===== src/core/umls_cfg.svh =====
// Constants for the modem control, line status and modem status block.
// Assumes inclusion by bare name from every file of the block but the interface.
`ifndef UMLS_CFG_SVH
`define UMLS_CFG_SVH

// Register addresses on the three-bit processor address
`define UMLS_ADDR_HOLD  3'h0
`define UMLS_ADDR_MCTL  3'h4
`define UMLS_ADDR_LSTAT 3'h5
`define UMLS_ADDR_MSTAT 3'h6

// Modem control field positions and reset
`define UMLS_MC_TERM    0
`define UMLS_MC_SEND    1
`define UMLS_MC_USRA    2
`define UMLS_MC_USRB    3
`define UMLS_MC_LOOP    4
`define UMLS_MC_W       5
`define UMLS_MC_RST     5'h00

// Line format and interrupt enable fields that this block reads
`define UMLS_LF_PEN     3
`define UMLS_LF_EPS     4
`define UMLS_LF_DLAB    7
`define UMLS_IE_MODEM   3

// Reset values
`define UMLS_PIN_RST    4'hF
`define UMLS_RD_RST     8'h00
`define UMLS_ZERO3      3'h0

`endif


===== src/core/umls_pkg.sv =====
// Types shared by the modem and line status block.
// Assumes umls_cfg.svh supplies the widths.
`include "umls_cfg.svh"

package umls_pkg;

    // Top-level state
    typedef struct packed {
        logic [`UMLS_MC_W-1:0] mctl;
        logic [7:0]            rd_data;
        logic                  term_low;
        logic                  send_low;
        logic                  usra_low;
        logic                  usrb_low;
        logic                  ser_out;
        logic                  ser_rx;
        logic                  irq;
        logic                  irq_low;
        logic                  modem_int;
        logic                  hold_empty;
        logic                  xmit_empty;
        logic                  thr_wr;
    } umls_top_st_t;

    // Modem input tracking: two delay stages and the previous level
    typedef struct packed {
        logic [3:0] stage1;
        logic [3:0] stage2;
        logic [3:0] prev;
        logic [3:0] delta;
    } umls_msr_st_t;

    // Receive error flags, push/pop strobes and head reload tracking
    typedef struct packed {
        logic ovr;
        logic pe;
        logic fe;
        logic bi;
        logic ferr;
        logic push;
        logic pop;
        logic reload;
        logic prev_valid;
    } umls_rxf_st_t;

endpackage : umls_pkg


===== src/core/umls_if.sv =====
// Internal carrier between the top and its two status modules.
// Assumes all three sit on core_clk.
`timescale 1ns/10ps
`default_nettype none

interface umls_if;
    logic       ce;
    logic       lsr_rd;
    logic       hold_rd;
    logic       msr_rd;
    logic [3:0] levels;
    logic [7:0] msr_val;
    logic       fifo_active;
    logic       head_valid;
    logic [7:0] head_data;
    logic       head_pe;
    logic       head_fe;
    logic       head_bi;
    logic       err_any;
    logic       char_done;
    logic       full;
    logic [7:0] line_format;
    logic       ovr;
    logic       pe;
    logic       fe;
    logic       bi;
    logic       ferr;
    logic       push;
    logic       pop;

    modport top (output ce, lsr_rd, hold_rd, msr_rd, levels, fifo_active, head_valid,
                 head_data, head_pe, head_fe, head_bi, err_any, char_done, full,
                 line_format,
                 input msr_val, ovr, pe, fe, bi, ferr, push, pop);
    modport mst (input ce, msr_rd, levels, output msr_val);
    modport rxf (input ce, lsr_rd, hold_rd, fifo_active, head_valid, head_data, head_pe,
                 head_fe, head_bi, err_any, char_done, full, line_format,
                 output ovr, pe, fe, bi, ferr, push, pop);
endinterface : umls_if

`default_nettype wire


===== src/core/umls_modem_status.sv =====
// Modem status tracking: delayed levels and sticky change flags.
// Assumes modem levels are synchronous and already muxed for loop-back.
`timescale 1ns/10ps
`default_nettype none
`include "umls_cfg.svh"

module umls_modem_status
(
    input  wire logic core_clk,
    input  wire logic arst_n,
    umls_if.mst       bus
);
    import umls_pkg::*;

    umls_msr_st_t st;
    umls_msr_st_t next_st;
    logic [3:0]   change;

    // Levels order {carrier, call, ready, clear}; change seen two cycles late
    always_comb
    begin
        next_st        = st;
        change         = st.stage2 ^ st.prev;
        change[2]      = st.stage2[2] & ~st.prev[2];
        next_st.stage1 = bus.levels;
        next_st.stage2 = st.stage1;
        next_st.prev   = st.stage2;
        // A change in the read cycle survives the clear
        next_st.delta  = change | (st.delta & ~{4{bus.msr_rd}});
        if (!bus.ce)
        begin
            next_st = st;
        end
    end

    always_ff @(posedge core_clk or negedge arst_n)
    begin
        if (!arst_n)
        begin
            st <= '{stage1: `UMLS_PIN_RST, stage2: `UMLS_PIN_RST,
                    prev: `UMLS_PIN_RST, delta: 4'h0};
        end
        else
        begin
            st <= next_st;
        end
    end

    // Upper nibble is the inverted pin level
    assign bus.msr_val = {~st.stage2, st.delta};

endmodule : umls_modem_status

`default_nettype wire


===== src/core/umls_rx_flags.sv =====
// Receive error flags for the head character, overrun and push/pop.
// Assumes an external receive FIFO that pops on the cycle pop is high.
`timescale 1ns/10ps
`default_nettype none
`include "umls_cfg.svh"

module umls_rx_flags
#(
    parameter bit DERIVED_BREAK_OPTION = 1'b0
)
(
    input  wire logic core_clk,
    input  wire logic arst_n,
    umls_if.rxf       bus
);
    import umls_pkg::*;

    umls_rxf_st_t st;
    umls_rxf_st_t next_st;
    logic [7:0]   wmask;
    logic         brk_calc;
    logic         load;
    logic         clr;

    always_comb
    begin
        next_st = st;
        clr     = bus.lsr_rd;
        // Break rebuilt from head data: all data zero, frame bad, parity as zero would give
        unique case (bus.line_format[1:0])
            2'h0:    wmask = 8'h1F;
            2'h1:    wmask = 8'h3F;
            2'h2:    wmask = 8'h7F;
            default: wmask = 8'hFF;
        endcase
        brk_calc = bus.head_fe & ((bus.head_data & wmask) == 8'h00)
                   & (~bus.line_format[`UMLS_LF_PEN]
                      | (bus.head_pe == ~bus.line_format[`UMLS_LF_EPS]));
        // Reload when a new head appears: after a pop, or from empty
        load = bus.head_valid & (st.reload | ~st.prev_valid);
        next_st.prev_valid = bus.head_valid;
        next_st.pop        = bus.hold_rd & bus.head_valid;
        next_st.reload     = st.pop;
        if (load)
        begin
            next_st.pe = bus.head_pe;
            next_st.fe = bus.head_fe;
            next_st.bi = DERIVED_BREAK_OPTION ? brk_calc : bus.head_bi;
        end
        else
        begin
            next_st.pe = st.pe & ~clr;
            next_st.fe = st.fe & ~clr;
            next_st.bi = st.bi & ~clr;
        end
        // Overrun set wins over the read clear; never queued
        next_st.ovr  = (bus.char_done & bus.full) | (st.ovr & ~clr);
        // Non-FIFO overwrites the holding register, FIFO discards the new one
        next_st.push = bus.char_done & (~bus.full | ~bus.fifo_active);
        next_st.ferr = bus.fifo_active & (bus.err_any | (st.ferr & ~clr));
        if (!bus.ce)
        begin
            next_st = st;
        end
    end

    always_ff @(posedge core_clk or negedge arst_n)
    begin
        if (!arst_n)
        begin
            st <= '0;
        end
        else
        begin
            st <= next_st;
        end
    end

    assign bus.ovr  = st.ovr;
    assign bus.pe   = st.pe;
    assign bus.fe   = st.fe;
    assign bus.bi   = st.bi;
    assign bus.ferr = st.ferr;
    assign bus.push = st.push;
    assign bus.pop  = st.pop;

endmodule : umls_rx_flags

`default_nettype wire


===== src/core/umls_top.sv =====
// Modem control, line status and modem status of a serial transceiver.
// Assumes synchronous pins, one clock, and outside FIFOs and serialisers.
`timescale 1ns/10ps
`default_nettype none
`include "umls_cfg.svh"

module umls_top
#(
    parameter bit GLOBAL_MASK_OPTION   = 1'b1,
    parameter bit DERIVED_BREAK_OPTION = 1'b0
)
(
    input  wire logic       core_clk,
    input  wire logic       arst_n,
    input  wire logic       clk_en,
    input  wire logic [2:0] addr,
    input  wire logic       cs1,
    input  wire logic       cs2,
    input  wire logic       cs_low,
    input  wire logic       rd_strobe,
    input  wire logic       wr_strobe,
    input  wire logic [7:0] wr_data,
    output var  logic [7:0] rd_data,
    input  wire logic [7:0] line_format,
    input  wire logic [7:0] interrupt_enable,
    input  wire logic       int_pending,
    output var  logic       irq,
    output var  logic       irq_low,
    output var  logic       modem_int,
    input  wire logic       send_clear_low,
    input  wire logic       set_ready_low,
    input  wire logic       call_indicator_low,
    input  wire logic       carrier_detect_low,
    output var  logic       terminal_ready_low,
    output var  logic       send_request_low,
    output var  logic       user_pin_a_low,
    output var  logic       user_pin_b_low,
    input  wire logic       serial_in,
    output var  logic       serial_out,
    input  wire logic       tx_serial,
    output var  logic       rx_serial,
    input  wire logic       fifo_active,
    input  wire logic       rx_head_valid,
    input  wire logic [7:0] rx_head_data,
    input  wire logic       rx_head_parity_err,
    input  wire logic       rx_head_frame_err,
    input  wire logic       rx_head_break,
    input  wire logic       rx_fifo_err_any,
    input  wire logic       rx_char_done,
    input  wire logic       rx_storage_full,
    output var  logic       rx_push,
    output var  logic       rx_pop,
    input  wire logic       tx_holding_empty,
    input  wire logic       tx_shift_empty,
    output var  logic       tx_holding_write
);
    import umls_pkg::*;

    umls_if       sbus ();
    umls_top_st_t st;
    umls_top_st_t next_st;
    logic         wr_hit;
    logic         thr_pulse;
    logic         sel;
    logic         rd_hit;
    logic         dlab;
    logic         loop;
    logic [3:0]   mod_levels;
    logic [7:0]   lstat;
    logic [7:0]   read_mux;
    logic         gate;

    // Chip selects must all agree before either strobe counts
    assign sel     = cs1 & cs2 & ~cs_low & clk_en;
    assign rd_hit  = sel & rd_strobe;
    assign wr_hit  = sel & wr_strobe;
    assign dlab    = line_format[`UMLS_LF_DLAB];
    assign loop    = st.mctl[`UMLS_MC_LOOP];

    // Holding write seen here clears the empty flags before the FIFO reacts
    assign thr_pulse = wr_hit & (addr == `UMLS_ADDR_HOLD) & ~dlab;

    // Modem input levels, replaced by the control outputs in loop-back
    always_comb
    begin
        if (loop)
        begin
            mod_levels = ~{st.mctl[`UMLS_MC_USRB], st.mctl[`UMLS_MC_USRA],
                           st.mctl[`UMLS_MC_TERM], st.mctl[`UMLS_MC_SEND]};
        end
        else
        begin
            mod_levels = {carrier_detect_low, call_indicator_low,
                          set_ready_low, send_clear_low};
        end
    end

    // Signals carried to the two status modules
    assign sbus.ce          = clk_en;
    assign sbus.lsr_rd      = rd_hit & (addr == `UMLS_ADDR_LSTAT);
    assign sbus.msr_rd      = rd_hit & (addr == `UMLS_ADDR_MSTAT);
    assign sbus.hold_rd     = rd_hit & (addr == `UMLS_ADDR_HOLD) & ~dlab;
    assign sbus.levels      = mod_levels;
    assign sbus.fifo_active = fifo_active;
    assign sbus.head_valid  = rx_head_valid;
    assign sbus.head_data   = rx_head_data;
    assign sbus.head_pe     = rx_head_parity_err;
    assign sbus.head_fe     = rx_head_frame_err;
    assign sbus.head_bi     = rx_head_break;
    assign sbus.err_any     = rx_fifo_err_any;
    assign sbus.char_done   = rx_char_done;
    assign sbus.full        = rx_storage_full;
    assign sbus.line_format = line_format;

    umls_modem_status u_msr
    (
        .core_clk (core_clk),
        .arst_n   (arst_n),
        .bus      (sbus.mst)
    );

    umls_rx_flags
    #(
        .DERIVED_BREAK_OPTION (DERIVED_BREAK_OPTION)
    )
    u_rxf
    (
        .core_clk (core_clk),
        .arst_n   (arst_n),
        .bus      (sbus.rxf)
    );

    // Line status as software sees it; data ready follows the queue live
    always_comb
    begin
        lstat    = 8'h00;
        lstat[0] = rx_head_valid;
        lstat[1] = sbus.ovr;
        lstat[2] = sbus.pe;
        lstat[3] = sbus.fe;
        lstat[4] = sbus.bi;
        lstat[5] = st.hold_empty;
        lstat[6] = st.xmit_empty;
        lstat[7] = sbus.ferr;
    end

    // Read mux; addresses owned by other blocks answer zero here
    always_comb
    begin
        unique case (addr)
            `UMLS_ADDR_MCTL:
            begin
                read_mux = {`UMLS_ZERO3, st.mctl};
            end
            `UMLS_ADDR_LSTAT:
            begin
                read_mux = lstat;
            end
            `UMLS_ADDR_MSTAT:
            begin
                read_mux = sbus.msr_val;
            end
            default:
            begin
                read_mux = `UMLS_RD_RST;
            end
        endcase
    end

    // Global mask gate; applies in loop-back as well
    assign gate = ~GLOBAL_MASK_OPTION | st.mctl[`UMLS_MC_USRB];

    // Next state for registers, pins and status
    always_comb
    begin
        next_st = st;
        // Only five bits are stored so the upper three cannot stick
        if (wr_hit && addr == `UMLS_ADDR_MCTL)
        begin
            next_st.mctl = wr_data[`UMLS_MC_W-1:0];
        end
        if (rd_hit)
        begin
            next_st.rd_data = read_mux;
        end
        // Active-low pins, all forced inactive in loop-back
        next_st.term_low = loop | ~st.mctl[`UMLS_MC_TERM];
        next_st.send_low = loop | ~st.mctl[`UMLS_MC_SEND];
        next_st.usra_low = loop | ~st.mctl[`UMLS_MC_USRA];
        next_st.usrb_low = loop | ~st.mctl[`UMLS_MC_USRB];
        // Serial line held at mark while the stream loops inside
        next_st.ser_out  = loop | tx_serial;
        next_st.ser_rx   = loop ? tx_serial : serial_in;
        next_st.irq      = int_pending & gate;
        next_st.irq_low  = ~(int_pending & gate);
        next_st.modem_int = (|sbus.msr_val[3:0])
                            & interrupt_enable[`UMLS_IE_MODEM];
        // A write in flight masks the empty inputs until they catch up
        next_st.hold_empty = tx_holding_empty & ~thr_pulse & ~st.thr_wr;
        next_st.xmit_empty = tx_holding_empty & tx_shift_empty
                             & ~thr_pulse & ~st.thr_wr;
        next_st.thr_wr     = thr_pulse;
        if (!clk_en)
        begin
            next_st = st;
        end
    end

    // State register; everything freezes while the clock enable is low
    always_ff @(posedge core_clk or negedge arst_n)
    begin
        if (!arst_n)
        begin
            st <= '{mctl: `UMLS_MC_RST, rd_data: `UMLS_RD_RST,
                    term_low: 1'b1, send_low: 1'b1, usra_low: 1'b1,
                    usrb_low: 1'b1, ser_out: 1'b1, ser_rx: 1'b1,
                    irq: 1'b0, irq_low: 1'b1, modem_int: 1'b0,
                    hold_empty: 1'b1, xmit_empty: 1'b1, thr_wr: 1'b0};
        end
        else
        begin
            st <= next_st;
        end
    end

    // Outputs come straight from flip-flops
    assign rd_data            = st.rd_data;
    assign irq                = st.irq;
    assign irq_low            = st.irq_low;
    assign modem_int          = st.modem_int;
    assign terminal_ready_low = st.term_low;
    assign send_request_low   = st.send_low;
    assign user_pin_a_low     = st.usra_low;
    assign user_pin_b_low     = st.usrb_low;
    assign serial_out         = st.ser_out;
    assign rx_serial          = st.ser_rx;
    assign rx_push            = sbus.push;
    assign rx_pop             = sbus.pop;
    assign tx_holding_write   = st.thr_wr;

endmodule : umls_top

`default_nettype wire


===== config.mk =====
export PLATFORM = sky130hd
export DESIGN_NAME = umls_top
export DESIGN_NICKNAME = d
export VERILOG_FILES = /design/src/core/umls_pkg.sv /design/src/core/umls_if.sv /design/src/core/umls_modem_status.sv /design/src/core/umls_rx_flags.sv /design/src/core/umls_top.sv
export VERILOG_INCLUDE_DIRS = /design/src /design/src/core
export SDC_FILE = /design/constraint.sdc
export NUM_CORES = 1
export LEC_CHECK = 0
export CAP_MARGIN = 20
export CELL_PAD_IN_SITES_DETAIL_PLACEMENT = 2
export CELL_PAD_IN_SITES_GLOBAL_PLACEMENT = 2
export CORE_MARGIN = 10
export CORE_UTILIZATION = 35
export CTS_CLUSTER_SIZE = 28
export DETAILED_ROUTE_END_ITERATION = 10
export DONT_BUFFER_PORTS = 1
export HOLD_SLACK_MARGIN = 0.05
export PLACE_DENSITY_LB_ADDON = 0.1
export SETUP_SLACK_MARGIN = 0.5
export SLEW_MARGIN = 10
export SYNTH_ARGS = -nofsm -noshare
export SYNTH_HDL_FRONTEND = slang
export SYNTH_SLANG_ARGS = --single-unit
export TNS_END_PERCENT = 1

===== constraint.sdc =====
create_clock -name core_clk -period 1.1 [get_ports core_clk]
set_clock_uncertainty 0.05 [all_clocks]
set_input_delay 0.22 -clock core_clk [delete_from_list [all_inputs] [get_ports core_clk]]
set_output_delay 0.22 -clock core_clk [all_outputs]
set_load 0.01 [all_outputs]

==> impl_metrics.csv <==
group,metric,value,unit
floorplan,design.die.area,10400,um2
final_layout,syn2layout_area_growth,20.8,%
cts,worst_skew_pair_later_pin_latency,0.30,ns
grt,vias_in_the_first_global_route,1860,
final_layout,final_layout_size_suffix_gt1_share,49.8,%
sta,holdWs,-0.451,ns
critical_path,crit-reg2reg-capture,"rd_data[7]$_DFFE_PN0P_",
critical_path,timing.rr.start,"u_msr.st[11]$_DFFE_PN1P_",
synth,syn-num-nets,267,
power_and_ir_drop,power.density_cell_area,1410,nW/um2
synth,synth_cells,207,
placed_design,placedInstanceArea,2460,um2
grt,antenna_violations_before_repair,0,
power_and_ir_drop,comb_power_share,15.2,%
cts,numClockSinks,50,
route,drt_iter0_markers,25,
route,post_drt_wl_per_cell,21.9,um
grt,grt_first_pass_wirelength,10500,um
final_layout,final_design_area_no_fill,2830,um2
placed_design,routabilityCongestion,0.714,
sta,fin_ws,-0.0576,ns
power_and_ir_drop,switchingPower,1.05,mW
synth,post_synthesis_cell_type_with_the_largest_combined_area,"sky130_fd_sc_hd__dfrtp_1",
cts,register_clock_pin_slew_on_the_reported_worst_setup_and_hold_paths,0.09,ns
route,vias,1582,
route,postRouteWirelength,6400,um
floorplan,initial_utilization,36.5,%
power_and_ir_drop,static_leak,1.17,nW
critical_path,criticalPathCategory,"flop to primary output",
floorplan,core.rowCount,29,
floorplan,die_height,102,um
critical_path,critical_path.max_fanout,2,
floorplan,num_io_pins,80,
grt,groute.usage.overall,13.3,%
sta,finalWorstPathRequiredPeriod,1.16,ns
synth,synth-edff-count,0,
synth,post-synth-top-area-fraction,30.9,%
grt,remaining_overflow_grt,0,
critical_path,type_of_destination_of_the_critical_path,"primary output",
critical_path,setup.worst_path.start_class,"flop",
critical_path,worst-r2r-cell-count,3,
sta,totalNegativeSetupSlack,-0.474,ns
route,vias_per_cell,5.42,
synth,yosysMostFrequentCell,"sky130_fd_sc_hd__dfrtp_1",
sta,timing_worst_slew_pin_value,0.312,ns
synth,synth-compound-area-share,17.3,%
cts,number_of_buffers_created_by_cts,5,
job,timing.max_cap.violations,0,
synth,synth-seq-cells,50,
final_layout,insertedDiodeCount,0,
sta,rsz0062_at_grt,"yes",
placed_design,place.detailed.hpwl,4810,um
grt,largest_net_degree_at_the_start_of_global_routing,51,
route,drt_drc_violations_left,0,
outcome,run_status,"finished, violations left",
power_and_ir_drop,pint,2.94,mW
synth,yosys.cell_types.count,32,
synth,post_synth.cell_area_avg,11.3,um2
final_layout,layout.nets,274,
synth,yosys.area_share.adder,0,%
synth,synth_warnings,0,
cts,tritoncts,"done",
power_and_ir_drop,seq_power_share,56.4,%
floorplan,floorplan.die.width,102,um
synth,synth.area.mux_share,8.59,%
power_and_ir_drop,power.total,3.99,mW
placed_design,port_buffers,0,
synth,synth_async_sr_flop_share,100,%
sta,maxClockFrequency,864,MHz
critical_path,worst_ep_required_time,0.83,ns
synth,synth_simple_gate_area_share,10.3,%
sta,setup-violations-final,11,
worst_hold_path,hp-class,"input port to async pin",
sta,maxSlewHeadroom,79.2,%
cts,cts.path.max_buffers,2,
cts,h_tree_depth,2,
synth,ys_dominant_reg_cell,"sky130_fd_sc_hd__dfrtp_1",
sta,post-route-period-util,105,%
floorplan,coreArea,6420,um2
sta,drv_slew,0,
power_and_ir_drop,power.share.switching,26.3,%
synth,synthesis.area,2350,um2
synth,area_share_of_xor_xnor_cells_in_the_synthesized_design,1.12,%
critical_path,ff2ff_setup_slack,-0.04,ns
power_and_ir_drop,peak_supply_drop,0.650,mV
route,drtPass1Iterations,4,
synth,synth.top_cells.by_area,"sky130_fd_sc_hd__dfrtp_1 (31%), sky130_fd_sc_hd__dfstp_2 (24%), sky130_fd_sc_hd__mux2_2 (4.3%)",
outcome,violated_checks,"negative hold slack, negative setup slack",
synth,ys_seq_area_share,54.5,%
sta,timing.final.hold_violations,70,
cts,postCtsSetupRepairBufs,0,
synth,main_combinational_cell_family_by_area_after_synthesis,"compound AO/OA/AOI/OAI gates",
critical_path,crit_arrival,0.89,ns
route,drt.antenna.violating_nets,0,
power_and_ir_drop,clockPowerShare,28.3,%
cts,clock-root-buffer,"sky130_fd_sc_hd__clkbuf_8",
critical_path,startpoint,"irq_low$_DFFE_PN1P_",
synth,synth.cells.most_frequent,"sky130_fd_sc_hd__dfrtp_1 (29), sky130_fd_sc_hd__dfstp_2 (21), sky130_fd_sc_hd__nor2_1 (15), sky130_fd_sc_hd__o21ai_0 (15), sky130_fd_sc_hd__inv_1 (14)",
## registers in the layout, summed over array words and instances, names as in the netlist, 2 cells and up
name and count:
st 3, rd_data 8, u_rxf.st 2, u_msr.bus.msr_val 4, u_msr.st 12, lstat 2
## power groups by stage
stage | Combinational (mW) | Sequential (mW) | Clock, mW
CTS | 0.573 | 2.25 | 1.18
global route | 0.677 | 2.28 | 1.25
finish | 0.607 | 2.25 | 1.13
global placement | 0.456 | 2.25 | 0
detailed placement | 0.480 | 2.26 | 0
floorplan | 0.429 | 2.20 | 0
## routing by layer
layer | part of all wire [%] | vias to the layer above | wire length, um | global-route usage [%]
met5 | 0 | - | 0 | 0
met3 | 8.1 | 6 | 521 | 5.06
li1 | - | 738 | - | -
met1 | 43 | 795 | 2750 | 15.8
met2 | 47 | 43 | 3040 | 21.2
met4 | 1.4 | 0 | 88 | 5.53
## cell families after synthesis
family | Yosys count
compound gates | 57
xor+xnor | 3
buf+inv | 34
flops | 50
mux | 19
simple gates | 44
## area by class of cell
type	count	area, um2
well taps	77	96.3
inverters	14	55.1
flip-flops and latches	50	1280
clock inverters	1	5.00
repair buffers	20	191
clock buffers	7	86.3
multi-input cells	123	1120
fillers	651	3590
## cells in the final DEF (no fill, tap or decap), drive strengths merged, types with 6 or more instances in the layout
cell,n
a21oi,10
dfrtp,29
dfstp,21
a22o,6
mux2,9
nand2,13
o21ai,15
inv,14
nor2,15
mux2i,10
buf,20
clkbuf,7
o2bb2ai,10
## worst max path at each step
stage                     slack, ns  depth (start not counted)                                to
after floorplan               -0.05                          5            rd_data[5]$_DFFE_PN0P_
after global placement        -0.17                          4  u_msr.bus.msr_val[1]$_DFFE_PN0P_
after detailed placement      -0.19                          3                st[20]$_DFFE_PN0P_
after CTS                     -0.08                          0                           irq_low
after global routing          -0.09                          0                           irq_low
final                         -0.06                          0                           irq_low
## repair_timing
| action | 4_1_cts | 5_1_grt |
|---|---|---|
| resized for setup | 65 | 20 |
| pin swaps | 47 | 39 |
| hold endpoints to repair | 95 | 94 |
| cloned | 0 | 0 |
| endpoints found under the setup margin | 70 | 70 |
## stage by stage
stage | hold slack (ns) | util [%] | setup WS (ns) | cells
finish | -0.451 | 44.1 | -0.0576 | 292
global route | -0.477 | 44.1 | -0.0935 | 292
CTS | -0.468 | 42.7 | -0.0787 | 292
detailed placement | -0.124 | 38.3 | -0.192 | 284
global placement | -0.124 | 38.3 | -0.167 | 284
floorplan | -0.126 | - | -0.0497 | 207
No activity file was read; power rests on OpenSTA's default activity.
